--- src/verilog/kwdt_pkg.sv ---
package kwdt_pkg;

	typedef enum logic [1:0] {
		KWDT_ST_INIT = 2'h0,
		KWDT_ST_PREACT = 2'h1,
		KWDT_ST_ACTIVE = 2'h3,
		KWDT_ST_TIMEOUT = 2'h2
	} kwdt_state_e;

	localparam int KWDT_WORD_W = 16;
	localparam int KWDT_WORDS = 4;
	localparam int KWDT_CNT_W = KWDT_WORD_W * KWDT_WORDS;

	localparam logic [15:0] KWDT_KEY_FIRST = 16'hA5C6;
	localparam logic [15:0] KWDT_KEY_SECOND = 16'hDA7E;

	localparam logic [1:0] KWDT_MODE_GP64 = 2'h0;
	localparam logic [1:0] KWDT_MODE_WD = 2'h2;

	localparam logic [1:0] KWDT_ENA_OFF = 2'h0;
	localparam logic [1:0] KWDT_ENA_ONCE = 2'h1;
	localparam logic [1:0] KWDT_ENA_CONT = 2'h2;

	localparam logic [1:0] KWDT_IKEY_FORBID = 2'h0;
	localparam logic [1:0] KWDT_IKEY_FIRST = 2'h1;
	localparam logic [1:0] KWDT_IKEY_SECOND = 2'h2;

	localparam logic [1:0] KWDT_ROUTE_NONE = 2'h0;
	localparam logic [1:0] KWDT_ROUTE_MASKABLE_INTERRUPT_THREE = 2'h1;
	localparam logic [1:0] KWDT_ROUTE_RESET = 2'h2;
	localparam logic [1:0] KWDT_ROUTE_NMI = 2'h3;

	localparam logic [1:0] KWDT_PULSE_WIDTH_FIELD_RESET = 2'h0;
	localparam logic [KWDT_CNT_W-1:0] KWDT_CNT_RESET = 64'h0;
	localparam logic [2:0] KWDT_SYNC_RESET = 3'h7;

endpackage : kwdt_pkg

--- src/verilog/kwdt_top.sv ---
// Function
// RL1 - After reset: plain 64-bit timer, watchdog off, all controls still writable.
// RL2 - Watchdog selected only when mode select is 10b and enable bit is 1.
// RL3 - Once watchdog selected, mode stays locked until hardware reset, or software reset before active.
// RL4 - Watchdog refuses dual, gated, external clock, one-time and clock output setups.
// RL5 - Watchdog forces output mode to pulse; software picks internal clock.
// RL6 - Four counter words form one 64-bit up-counter, period words likewise.
// RL7 - Count equal period: event, counter to zero, status set; flag set only in active watchdog.
// RL8 - Service is first key then second key; it clears the counter.
// RL9 - In active state any other key write times out immediately.
// RL10 - Active state: any control-one write times out; reads do nothing.
// RL11 - Active watchdog stops only by timeout or hardware reset.
// RL12 - Timeout state disables watchdog, clears enable, resets timer, no re-enable.
// RL13 - Enable writes are ignored in the timeout state.
// RL14 - Initial to pre-active when enabled and first key written.
// RL15 - Pre-active control-one write accepted only with a valid key alongside.
// RL16 - Pre-active second key with enable set clears counter, enters active.
// RL17 - Output pin never pulses before active; interrupt pulses on every match.
// RL18 - From pre-active on, counter, period and timer control writes blocked.
// RL19 - Software must not write the mode select after the initial state.
// RL20 - Interrupt routes to none, interrupt three, reset or NMI; none by default.
// RL21 - Pin as watchdog output and NMI route: external pin level ignored.
// RL22 - Idle permitted after idle keys 01b then 10b; 00b forbids it.
// RL23 - Permitted idle request stops counting at once.
// RL24 - Pulse width field sets each output pulse length.
// RL25 - Key tracker waits for first key again after service or reset.
// RL26 - Reset clears state, enable, flag, idle permission, counter and period.
`timescale 1ns/10ps
`default_nettype none

module kwdt_top
	import kwdt_pkg::*;
(
	input wire logic clk_i,
	input wire logic resetn_i,
	input wire logic soft_reset_i,
	input wire logic gctl_wr_i,
	input wire logic [1:0] timer_mode_select_i,
	input wire logic tctl_wr_i,
	input wire logic [1:0] enabling_mode_field_i,
	input wire logic output_mode_select_i,
	input wire logic clock_source_select_i,
	input wire logic gated_clock_i,
	input wire logic [1:0] pulse_width_field_i,
	input wire logic [3:0] cnt_wr_i,
	input wire logic [3:0] prd_wr_i,
	input wire logic [15:0] word_i,
	input wire logic wctl1_wr_i,
	input wire logic watchdog_enable_bit_i,
	input wire logic [1:0] idle_key_field_i,
	input wire logic flag_clr_i,
	input wire logic [15:0] wctl1_key_i,
	input wire logic wctl2_wr_i,
	input wire logic [15:0] service_key_field_i,
	input wire logic route_wr_i,
	input wire logic [1:0] interrupt_route_select_i,
	input wire logic shared_pin_function_select_i,
	input wire logic shared_pin_direction_select_i,
	input wire logic nmi_pin_i,
	input wire logic peripheral_domain_idle_bit_i,
	input wire logic idle_instr_i,
	input wire logic wake_i,
	output logic [63:0] counter_o,
	output logic [63:0] period_o,
	output logic [1:0] wd_state_o,
	output logic wd_mode_o,
	output logic watchdog_enable_bit_o,
	output logic timeout_flag_o,
	output logic timer_status_bit_o,
	output logic idle_o,
	output logic watchdog_interrupt_signal_o,
	output logic maskable_interrupt_three_req_o,
	output logic reset_req_o,
	output logic nmi_o,
	output logic watchdog_output_pin_o,
	output logic watchdog_output_pin_oe_n_o
);

	typedef struct packed {
		kwdt_state_e st;
		logic [1:0] mode;
		logic lock;
		logic en;
		logic key_half;
		logic ikey_half;
		logic idle_ok;
		logic idle;
		logic [KWDT_CNT_W-1:0] cnt;
		logic [KWDT_CNT_W-1:0] prd;
		logic [1:0] ena;
		logic cp;
		logic clock_source_select;
		logic [1:0] pulse_width_field;
		logic [1:0] route;
		logic flag;
		logic [2:0] pin_sync;
		logic pin_val;
		logic timer_interrupt_signal_trig;
		logic wd_trig;
	} kwdt_regs_s;

	kwdt_regs_s r;
	kwdt_regs_s next_r;
	logic wd_sel;
	logic run;
	logic match;
	logic key1;
	logic key2;
	logic wctl1_ok;
	logic timer_interrupt_signal_pulse;
	logic wd_pulse;

	function automatic logic is_key(input logic [15:0] k);
		is_key = (k == KWDT_KEY_FIRST) || (k == KWDT_KEY_SECOND);
	endfunction : is_key

	assign wd_sel = (r.mode == KWDT_MODE_WD) && r.en; // [RL2]
	assign run = !r.idle && (r.st == KWDT_ST_ACTIVE
		|| (r.ena != KWDT_ENA_OFF && r.st != KWDT_ST_TIMEOUT)); // [RL23]
	assign match = run && (r.cnt == r.prd); // [RL6]
	assign key1 = wctl2_wr_i && (service_key_field_i == KWDT_KEY_FIRST);
	assign key2 = wctl2_wr_i && (service_key_field_i == KWDT_KEY_SECOND);
	// Pre-active control writes need a valid key riding on the same access
	assign wctl1_ok = wctl1_wr_i && (r.st == KWDT_ST_INIT
		|| (r.st == KWDT_ST_PREACT && is_key(wctl1_key_i))); // [RL15]

	always_comb begin
		logic to_evt;
		logic prot;
		to_evt = 1'b0;
		prot = (r.st != KWDT_ST_INIT);
		next_r = r;
		next_r.timer_interrupt_signal_trig = 1'b0;
		next_r.wd_trig = 1'b0;
		// Only the second and third stages are compared
		next_r.pin_sync = {r.pin_sync[1:0], nmi_pin_i};
		if (r.pin_sync[1] == r.pin_sync[2]) begin
			next_r.pin_val = r.pin_sync[2];
		end

		if (match) begin
			next_r.cnt = KWDT_CNT_RESET; // [RL7]
			next_r.timer_interrupt_signal_trig = 1'b1; // [RL17]
			if (r.ena == KWDT_ENA_ONCE && r.st != KWDT_ST_ACTIVE) begin
				next_r.ena = KWDT_ENA_OFF;
			end
		end else if (run) begin
			next_r.cnt = r.cnt + 64'h1; // [RL6]
		end

		for (int i = 0; i < KWDT_WORDS; i++) begin
			if (cnt_wr_i[i] && !prot) begin
				next_r.cnt[KWDT_WORD_W*i +: KWDT_WORD_W] = word_i; // [RL6] [RL18]
			end
			if (prd_wr_i[i] && !prot) begin
				next_r.prd[KWDT_WORD_W*i +: KWDT_WORD_W] = word_i; // [RL6] [RL18]
			end
		end

		if (tctl_wr_i && !prot && !(wd_sel && (enabling_mode_field_i == KWDT_ENA_ONCE
			|| output_mode_select_i || clock_source_select_i || gated_clock_i))) begin // [RL4]
			next_r.ena = enabling_mode_field_i;
			next_r.cp = output_mode_select_i;
			next_r.clock_source_select = clock_source_select_i;
			next_r.pulse_width_field = pulse_width_field_i; // [RL24]
		end
		if (wd_sel) begin
			next_r.cp = 1'b0; // [RL5]
			next_r.lock = 1'b1; // [RL3]
		end
		if (gctl_wr_i && !r.lock) begin
			next_r.mode = timer_mode_select_i; // [RL3]
		end
		if (route_wr_i) begin
			next_r.route = interrupt_route_select_i; // [RL20]
		end

		if (wctl1_ok) begin
			next_r.en = watchdog_enable_bit_i;
			unique case (idle_key_field_i)
				KWDT_IKEY_FIRST: begin
					next_r.ikey_half = 1'b1; // [RL22]
				end
				KWDT_IKEY_SECOND: begin
					next_r.idle_ok = r.ikey_half; // [RL22]
					next_r.ikey_half = 1'b0;
				end
				KWDT_IKEY_FORBID: begin
					next_r.idle_ok = 1'b0; // [RL22]
					next_r.ikey_half = 1'b0;
				end
				default: begin
				end
			endcase
		end
		if (wctl1_wr_i && flag_clr_i) begin
			next_r.flag = 1'b0;
		end

		unique case (r.st)
			KWDT_ST_INIT: begin
				if (wd_sel && key1) begin
					next_r.st = KWDT_ST_PREACT; // [RL14]
				end
			end
			KWDT_ST_PREACT: begin
				if (key2 && r.en) begin
					next_r.st = KWDT_ST_ACTIVE; // [RL16]
					next_r.cnt = KWDT_CNT_RESET;
					next_r.ena = KWDT_ENA_CONT; // [RL4]
					next_r.key_half = 1'b0; // [RL25]
				end
			end
			KWDT_ST_ACTIVE: begin
				next_r.en = r.en; // [RL11]
				if (wctl1_wr_i) begin
					to_evt = 1'b1; // [RL10]
				end
				if (key1) begin
					next_r.key_half = 1'b1; // [RL8]
				end else if (key2 && r.key_half) begin
					next_r.cnt = KWDT_CNT_RESET; // [RL8]
					next_r.key_half = 1'b0; // [RL25]
				end else if (wctl2_wr_i) begin
					to_evt = 1'b1; // [RL9]
				end
				if (match) begin
					to_evt = 1'b1; // [RL7]
				end
			end
			KWDT_ST_TIMEOUT: begin
				next_r.en = 1'b0; // [RL12] [RL13]
			end
		endcase

		if (soft_reset_i && !r.st[1]) begin
			// Software reset undoes the lock only before the active state, so it never halts an active watchdog
			next_r.lock = 1'b0; // [RL3]
			next_r.en = 1'b0;
			next_r.mode = KWDT_MODE_GP64;
			next_r.st = KWDT_ST_INIT;
			next_r.key_half = 1'b0;
		end

		if (to_evt) begin
			next_r.st = KWDT_ST_TIMEOUT; // [RL12]
			next_r.en = 1'b0;
			next_r.cnt = KWDT_CNT_RESET;
			next_r.ena = KWDT_ENA_OFF;
			next_r.key_half = 1'b0;
			next_r.flag = 1'b1; // [RL7]
			next_r.timer_interrupt_signal_trig = 1'b1;
			next_r.wd_trig = 1'b1; // [RL17]
		end

		if (wake_i) begin
			next_r.idle = 1'b0;
		end else if (idle_instr_i && peripheral_domain_idle_bit_i
			&& (!(r.en || r.st == KWDT_ST_ACTIVE) || r.idle_ok)) begin
			next_r.idle = 1'b1; // [RL23]
		end
	end

	always_ff @(posedge clk_i) begin
		if (!resetn_i) begin
			r <= '0; // [RL1] [RL26]
			r.st <= KWDT_ST_INIT;
			r.mode <= KWDT_MODE_GP64;
			r.ena <= KWDT_ENA_OFF;
			r.pulse_width_field <= KWDT_PULSE_WIDTH_FIELD_RESET;
			r.route <= KWDT_ROUTE_NONE; // [RL20]
			r.pin_sync <= KWDT_SYNC_RESET;
			r.pin_val <= 1'b1;
		end else begin
			r <= next_r;
		end
	end

	kwdt_pulse u_timer_interrupt_signal_pulse (
		.clk_i(clk_i),
		.resetn_i(resetn_i),
		.trig_i(r.timer_interrupt_signal_trig),
		.width_i(r.pulse_width_field), // [RL24]
		.pulse_o(timer_interrupt_signal_pulse)
	);

	kwdt_pulse u_wd_pulse (
		.clk_i(clk_i),
		.resetn_i(resetn_i),
		.trig_i(r.wd_trig),
		.width_i(r.pulse_width_field), // [RL24]
		.pulse_o(wd_pulse)
	);

	assign counter_o = r.cnt;
	assign period_o = r.prd;
	assign wd_state_o = r.st;
	assign wd_mode_o = wd_sel;
	assign watchdog_enable_bit_o = r.en;
	assign timeout_flag_o = r.flag;
	assign timer_status_bit_o = timer_interrupt_signal_pulse; // [RL7]
	assign idle_o = r.idle;
	assign watchdog_interrupt_signal_o = timer_interrupt_signal_pulse;
	assign maskable_interrupt_three_req_o = timer_interrupt_signal_pulse && (r.route == KWDT_ROUTE_MASKABLE_INTERRUPT_THREE); // [RL20]
	assign reset_req_o = timer_interrupt_signal_pulse && (r.route == KWDT_ROUTE_RESET); // [RL20]
	// The pin is active low; its level is ignored when the pin is selected for the watchdog and the route is NMI or the pin is an output
	assign nmi_o = (timer_interrupt_signal_pulse && r.route == KWDT_ROUTE_NMI)
		|| (!(shared_pin_function_select_i && r.route == KWDT_ROUTE_NMI)
		&& !(shared_pin_function_select_i && shared_pin_direction_select_i)
		&& !r.pin_val); // [RL21]
	assign watchdog_output_pin_o = !wd_pulse; // [RL17]
	assign watchdog_output_pin_oe_n_o = !(shared_pin_function_select_i
		&& shared_pin_direction_select_i);
endmodule : kwdt_top
`default_nettype wire

--- src/verilog/kwdt_pulse.sv ---
`timescale 1ns/10ps
`default_nettype none

// Stretches a one-cycle trigger into a pulse of width+1 clock cycles
module kwdt_pulse
	import kwdt_pkg::*;
(
	input wire logic clk_i,
	input wire logic resetn_i,
	input wire logic trig_i,
	input wire logic [1:0] width_i,
	output logic pulse_o
);

	typedef struct packed {
		logic busy;
		logic [1:0] left;
	} kwdt_pulse_s;

	kwdt_pulse_s r;
	kwdt_pulse_s next_r;

	always_comb begin
		next_r = r;
		if (trig_i) begin
			// A retrigger restarts the width, so back-to-back events merge
			next_r.busy = 1'b1;
			next_r.left = width_i;
		end else if (r.busy) begin
			if (r.left == 2'h0) begin
				next_r.busy = 1'b0;
			end else begin
				next_r.left = r.left - 2'h1;
			end
		end
	end

	always_ff @(posedge clk_i) begin
		if (!resetn_i) begin
			r <= '0;
		end else begin
			r <= next_r;
		end
	end

	assign pulse_o = r.busy;

endmodule : kwdt_pulse
`default_nettype wire

--- config.mk ---
export PLATFORM = sky130hd
export DESIGN_NAME = kwdt_top
export DESIGN_NICKNAME = d
export VERILOG_FILES = /design/src/verilog/kwdt_pkg.sv /design/src/verilog/kwdt_top.sv /design/src/verilog/kwdt_pulse.sv
export SDC_FILE = /design/constraint.sdc
export NUM_CORES = 1
export LEC_CHECK = 0
export ABC_CLOCK_PERIOD_IN_PS = 3150
export BUFFER_PORTS_ARGS = -buffer_cell sky130_fd_sc_hd__buf_2
export CAP_MARGIN = 20
export CORE_ASPECT_RATIO = 0.75
export CORE_MARGIN = 4
export CORE_UTILIZATION = 35
export CTS_BUF_LIST = sky130_fd_sc_hd__clkbuf_16
export CTS_CLUSTER_SIZE = 8
export DETAILED_ROUTE_END_ITERATION = 12
export REMOVE_ABC_BUFFERS = 1
export SLEW_MARGIN = 25
export SYNTH_ARGS = -nofsm -noshare
export SYNTH_HDL_FRONTEND = slang
export SYNTH_SLANG_ARGS = --single-unit
--- constraint.sdc ---
create_clock -name clk_i -period 3.15 [get_ports clk_i]
set_input_delay 0.315 -clock clk_i [delete_from_list [all_inputs] [get_ports clk_i]]
set_output_delay 0.315 -clock clk_i [all_outputs]
set_load 0.02 [all_outputs]
==> flow_summary.ini, run 1 <==
[timing]
relSlewSlack = 0.4142
maxSlewViolCount = 0
post-route-min-period_ps = 2851
min_period_over_period = 0.9049
fmax_mhz = 350.8
final_hold_viol_count = 0
hold_ws_ps = 32.10
finalSetupViolCount = 0
rsz0062_at_grt = no
skew_ps = 11.97
tightest_slew_ps = 878.7

[worst_setup_path]
arrival_ps = 3190
cp-startpoint = counter_o[27]
critical_path_buf_inv_count = 0
worstPathMaxFanout = 7
crit_family = simple AND/OR/NAND/NOR gates
cp_cell_sequence = nand4_2 > or4_4 > or4b_1 > nor4_2 > xor2_1 > nor2_1 > nor4_2
cpMostUsedCell = nor4_2
cp_slowest_cell = or4b_1
slowest_delay_ps = 740
crit_type = reg2reg
worstReg2RegStart = counter_o[27]
cp.required_ps = 3490
cp-start-kind = register
crit_path_end_kind = register

[cts]
htreeDepth = 4
cts_inserted_buffers = 17
cts_sinks = 157
cts_tree = yes
clock_path_buffers = 2
cts_root_buffer = clkbuf_16
post_cts_buffers = 0
ctsResizeCount = 0
clk_pin_slew_worst_paths_ps = 70
ctsHoldBuffers = 0
clk_latency_ps = 430

[grt]
grt_max_degree = 65
busiest_layer = met2
grt_antenna_before_repair = 2
overflow = 0
grt_pass1_vias = 8040
grt_util_met2 = 0.3332
grt_util_all_layers = 0.2216
met3_usage = 0.06024
use_met1 = 0.3117
grt_pass1_wl_mm = 49.45

[yosys]
yosysTopAreaCell = dfxtp_1
seq_area_frac_synth = 0.3411
ys.flop_type = dfxtp_1
syn_area_per_cell_um2 = 7.640
yosys-top-cells-area = dfxtp_1 34%, buf_4 12%, nand2_1 9.0%, xor2_1 7.4%, a21oi_1 6.9%
netlist.area_leader.share = 0.3411
ys_ff_latch = 157
synth_common_cells = 222 x nand2_1, 157 x dfxtp_1, 142 x buf_4
synth_edf_count = 0
async_flop_share = 0
synthesis.area_um2 = 9214
yosysUniqueCellTypes = 50
yosysWarnings = 0
netlist_instances = 1206
synth_most_common_cell = nand2_1

[finish]
area_delta_synth_final_pct = 11.71
nets = 1363
drive_above_1_share = 0.2345
final_cells = 1633
final_area_um2 = 10290

[floorplan]
rows = 51
initial_utilization = 0.3556
dieArea_um2 = 29010
coreArea_um2 = 25910
die_h_um = 148.5
io_pins = 226
die_w_um = 195.4

[power_and_ir_drop]
ir_worst_vdd_mv = 0.3288
power_density_nw_per_um2 = 499.4
power_leakage_uw = 0.004537

[hold_path]
hp-class = in2reg
min_from = wake_i

[route]
drt-total-wl_mm = 33.19
initialDrtViolationCount = 821
num_vias = 8627
routedWlPerCell_um = 20.32
first_pass_iters = 5
ant_nets = 0
remaining_drc_errors = 0
vias_per_cell = 5.283

[job]
max-cap-violations = 0

[placed_design]
placed_area_um2 = 9708
gp_congestion = 0.9452
placedCellCount = 1600
portBuffers = 225
hpwl_mm = 24.51

[outcome]
status = finished clean
state kept, by name, indices dropped and copies added, names as in the netlist:
| register | flops |
|---|---|
| timeout_flag_o | 1 |
| u_wd_pulse.pulse_o | 1 |
| next_r | 2 |
| r | 16 |
| u_timer_interrupt_signal_pulse.r | 2 |
| wd_state_o | 2 |
| counter_o | 64 |
| period_o | 64 |
| idle_o | 1 |
| u_timer_interrupt_signal_pulse.pulse_o | 1 |
| watchdog_enable_bit_o | 1 |
| u_wd_pulse.r | 2 |
path summary, 6_finish.rpt:
| path | end | slack (ps) | cells after the start |
|---|---|---|---|
| setup / recovery | counter_o[63] | 300 | 7 |
| hold / removal | idle_o | 30 | 2 |
| hold reg to reg | next_r[5] | 420 | 1 |
| setup reg to reg | counter_o[63] | 300 | 7 |
final cells by class:
cell class	count	area, um^2
Clock inverter	15	156.4
Antenna cell	1	2.502
Multi-Input combinational cell	829	4722
Fill cell	2758	15620
Tap cell	344	430.4
Inverter	17	63.81
Sequential cell	157	3143
Timing Repair Buffer	253	1349
Clock buffer	17	425.4
kinds of logic (layout without fill, tap and decap cells):
| family | Yosys count | after routing | share of synthesized area |
|---|---|---|---|
| AO/OA/AOI/OAI | 158 | 158 | 0.09343 |
| multiplexers | 9 | 9 | 0.009913 |
| AND/OR/NAND/NOR | 538 | 538 | 0.2886 |
| adder cells (fa/ha/maj) | 3 | 3 | 0.004074 |
| XOR/XNOR | 121 | 121 | 0.1150 |
| buffers and inverters | 220 | 302 | 0.1479 |
| other | 0 | 1 | 0 |
| flip-flops | 157 | 157 | 0.3411 |
stage by stage:
stage	util	power (uW)	setup TNS (ps)	setup WS, ps
floorplan	-	2679	-120110	-2020
global placement	0.3747	3071	0	450.7
detailed placement	0.3747	3081	0	346.6
CTS	0.3972	5158	0	332.2
global route	0.3973	5323	0	132.4
finish	0.3973	5140	0	299.5
metal layers:
layer / wire length (um) / share of wire
met4: 773 / 0.023
met2: 14670 / 0.44
met1: 14690 / 0.44
met3: 3043 / 0.092
met5: 7 / 0.00021
power breakdown:
part	internal, uW	total [uW]	switching (uW)	leakage [uW]
clock	1230	2090	861	0.000292
combinational	287	819	533	0.00295
sequential	2090	2230	140	0.00129
cell usage in the layout (no fill, tap or decap), types with 6 or more instances in the layout:
cell type    n
a21oi_1    127
and2_1      10
and3_1       8
buf_2      225
buf_4       27
clkbuf_16   17
dfxtp_1    157
inv_1       19
mux2i_1      8
nand2_1    221
nand3_1     73
nand4_1     32
nor2_1      70
nor2b_1      6
nor3_1      31
nor4_1      35
nor4_2       9
o21a_1       6
xnor2_1     43
xor2_1      78
No activity file was read; power rests on OpenSTA's default activity.
==> run 2: changes to the inputs <==
--- a/config.mk
+++ b/config.mk
@@ -5,6 +5,7 @@
 export SDC_FILE = /design/constraint.sdc
 export NUM_CORES = 1
 export LEC_CHECK = 0
+export ABC_AREA = 1
 export ABC_CLOCK_PERIOD_IN_PS = 3150
 export BUFFER_PORTS_ARGS = -buffer_cell sky130_fd_sc_hd__buf_2
 export CAP_MARGIN = 20
==> run 2 against run 1 <==
Compared with the run above: sequential power is 2% higher; die area increased by 16%; first-iteration DRC count rose by 30%; non-clock buffer count unchanged; synthesized cell count increased by 47%; critical path type unchanged; core utilization fell by 0.16 points; clock power rose by 2%; combinational power up 38%; setup slack better by 56 ps; clock skew about the same; count of clock-buffer cells in the layout is the same.
==> flow_summary.ini, run 2 <==
[outcome]
status = finished clean

[yosys]
synth_fa_ha_area_frac = 0.003478
synth_most_common_cell = nand2_1
synth_top_family_by_area = simple AND/OR/NAND/NOR gates
synthesis.area_um2 = 10790
yosysUniqueCellTypes = 41
yosysTopAreaCell = dfxtp_1
netlist.area_leader.share = 0.2912
yosys.area_share.simple = 0.3658
seq_area_frac_synth = 0.2912
yosys-top-cells-area = dfxtp_1 29%, nand2_1 18%, buf_4 9.2%, nor2_1 8.8%, inv_1 7.1%
netlist_instances = 1776
ys_ff_latch = 157
async_flop_share = 0
ys.flop_type = dfxtp_1
yosysWarnings = 0
synth_common_cells = 519 x nand2_1, 252 x nor2_1, 204 x inv_1
muxShareOfSynthArea = 0
synthXorXnorAreaFrac = 0.05112
synth_compound_area_frac = 0.09900
syn_area_per_cell_um2 = 6.077
synth_edf_count = 0

[timing]
rsz0062_at_grt = no
relSlewSlack = 0.5085
fmax_mhz = 357.8
finalSetupTns_ps = 0
skew_ps = 12.37
min_period_over_period = 0.8872
final_hold_viol_count = 0
post-route-min-period_ps = 2795
tightest_slew_ps = 737.2
finalSetupViolCount = 0
maxSlewViolCount = 0

[placed_design]
placed_area_um2 = 11390
placedCellCount = 2245
hpwl_mm = 34.08
gp_congestion = 0.9579
portBuffers = 225

[floorplan]
dieArea_um2 = 33740
die_h_um = 160.1
io_pins = 226
die_w_um = 210.8
coreArea_um2 = 30280
rows = 55
initial_utilization = 0.3564

[finish]
final_common_cell = nand2_1
final_area_um2 = 11980
area_delta_synth_final_pct = 11.01
nets = 1953
final_cells = 2277
mostFrequentLayoutCells = 519 x nand2_1, 252 x nor2_1, 225 x buf_2
n_antenna_cell = 0
drive_above_1_share = 0.1629

[route]
wl_met2_mm = 17.27
remaining_drc_errors = 0
drt-total-wl_mm = 42.62
met3_length_mm = 3.252
num_vias = 11240
top_layer = met4
first_pass_iters = 5
routedWlPerCell_um = 18.72
met1_length_mm = 21.50
initialDrtViolationCount = 1069
ant_nets = 0
vias_per_cell = 4.935

[grt]
grt_pass1_wl_mm = 63.88
grt_max_degree = 60
grt_pass1_vias = 10480
overflow = 0
grt_antenna_before_repair = 0
grt_util_all_layers = 0.2472

[worst_setup_path]
worstReg2RegStart = counter_o[47]
reg2regPathDepth = 14
crit_type = reg2reg
r2r-end = counter_o[6]
arrival_ps = 3150
reg2reg_setup_slack_ps = 360
cp_cell_sequence = inv_1 > nand2_1 > nand2_1 > nor2_1 > nand2_1 > nor2_1 > nand2_1 > nor2_1 > nand3_2 > nand2_2 > nand2_4 > nand3_4 > buf_12 > nor2_1
cp.required_ps = 3500
cp_slowest_cell = dfxtp_1
slowest_delay_ps = 610
crit_path_end_kind = register
cp-start-kind = register
worstPathMaxFanout = 24

[cts]
cts_sinks = 157
clk_pin_slew_worst_paths_ps = 80
ctsHoldBuffers = 0
clock_path_buffers = 2
clk_latency_ps = 450
ctsResizeCount = 0
htreeDepth = 4
cts_root_buffer = clkbuf_16
post_cts_buffers = 0
cts_tree = yes
cts_inserted_buffers = 17

[hold_path]
min_from = wake_i
min_delay_path_depth = 2
hp-class = in2reg
hold_end = idle_o

[job]
max-cap-violations = 0

[power_and_ir_drop]
power_leakage_uw = 0.005885
ir_worst_vdd_mv = 0.3504
power_density_nw_per_um2 = 463.3
[run 2: cell count changes after synthesis, sizes merged, moves of 9 or more]
cell    change
nor2      +189
clkbuf     -19
o21ai     +109
a21oi      -50
nand3      +25
xor2       -38
nor4       -41
xnor2      -20
nand2     +300
inv       +190
nor3        -9
[run 2: where the power goes]
group          internal, uW  switching, uW
Combinational           375            758
Sequential             2110            171
Clock                  1070           1070
Total                  3560           1990
[run 2: layout make-up]
type,count,area (um^2)
multi-input cells,1228,5605
repair buffers,253,1361
clock buffers,17,425.4
well taps,399,499.2
clock inverters,15,166.4
flip-flops and latches,157,3143
fillers,3361,18300
inverters,208,780.7
[run 2: cells by family after synthesis]
kind of cell,after synthesis
buf+inv,391
compound gates,206
simple gates,956
flops,157
xor+xnor,63
fa+ha+maj,3
[run 2: worst max path at each step]
stage	start	endpoint	slack, ps	cells past startpoint
after floorplan	wd_state_o[1]	counter_o[52]	140	13
after global placement	counter_o[47]	counter_o[45]	430	14
after detailed placement	counter_o[47]	counter_o[6]	440	14
after CTS	counter_o[47]	counter_o[41]	410	14
after global routing	counter_o[46]	counter_o[16]	180	14
final	counter_o[47]	counter_o[6]	360	14
[run 2: worst max-delay path: cells and delay by family, from the launching register on]
| kind | cells | cell delay [ps] |
|---|---|---|
| buf+inv | 2 | 350 |
| flops | 1 | 610 |
| simple gates | 12 | 1700 |
[run 2: stage by stage]
stage / power (uW) / worst slack [ps] / hold slack (ps) / utilization
after global placement: 3432 / 434.0 / 396.2 / 0.3762
after floorplan: 2930 / 142.9 / 391.8 / -
after global routing: 5799 / 184.9 / 10.16 / 0.3957
after CTS: 5569 / 409.9 / 0.7106 / 0.3957
after detailed placement: 3442 / 435.8 / 405.3 / 0.3762
final: 5551 / 355.3 / 15.73 / 0.3957
[run 2: layer usage]
metal,GRT usage,vias up
li1,-,5593
met2,0.3576,452
met5,0,-
met1,0.3829,5159
met4,0.05066,0
met3,0.04124,34
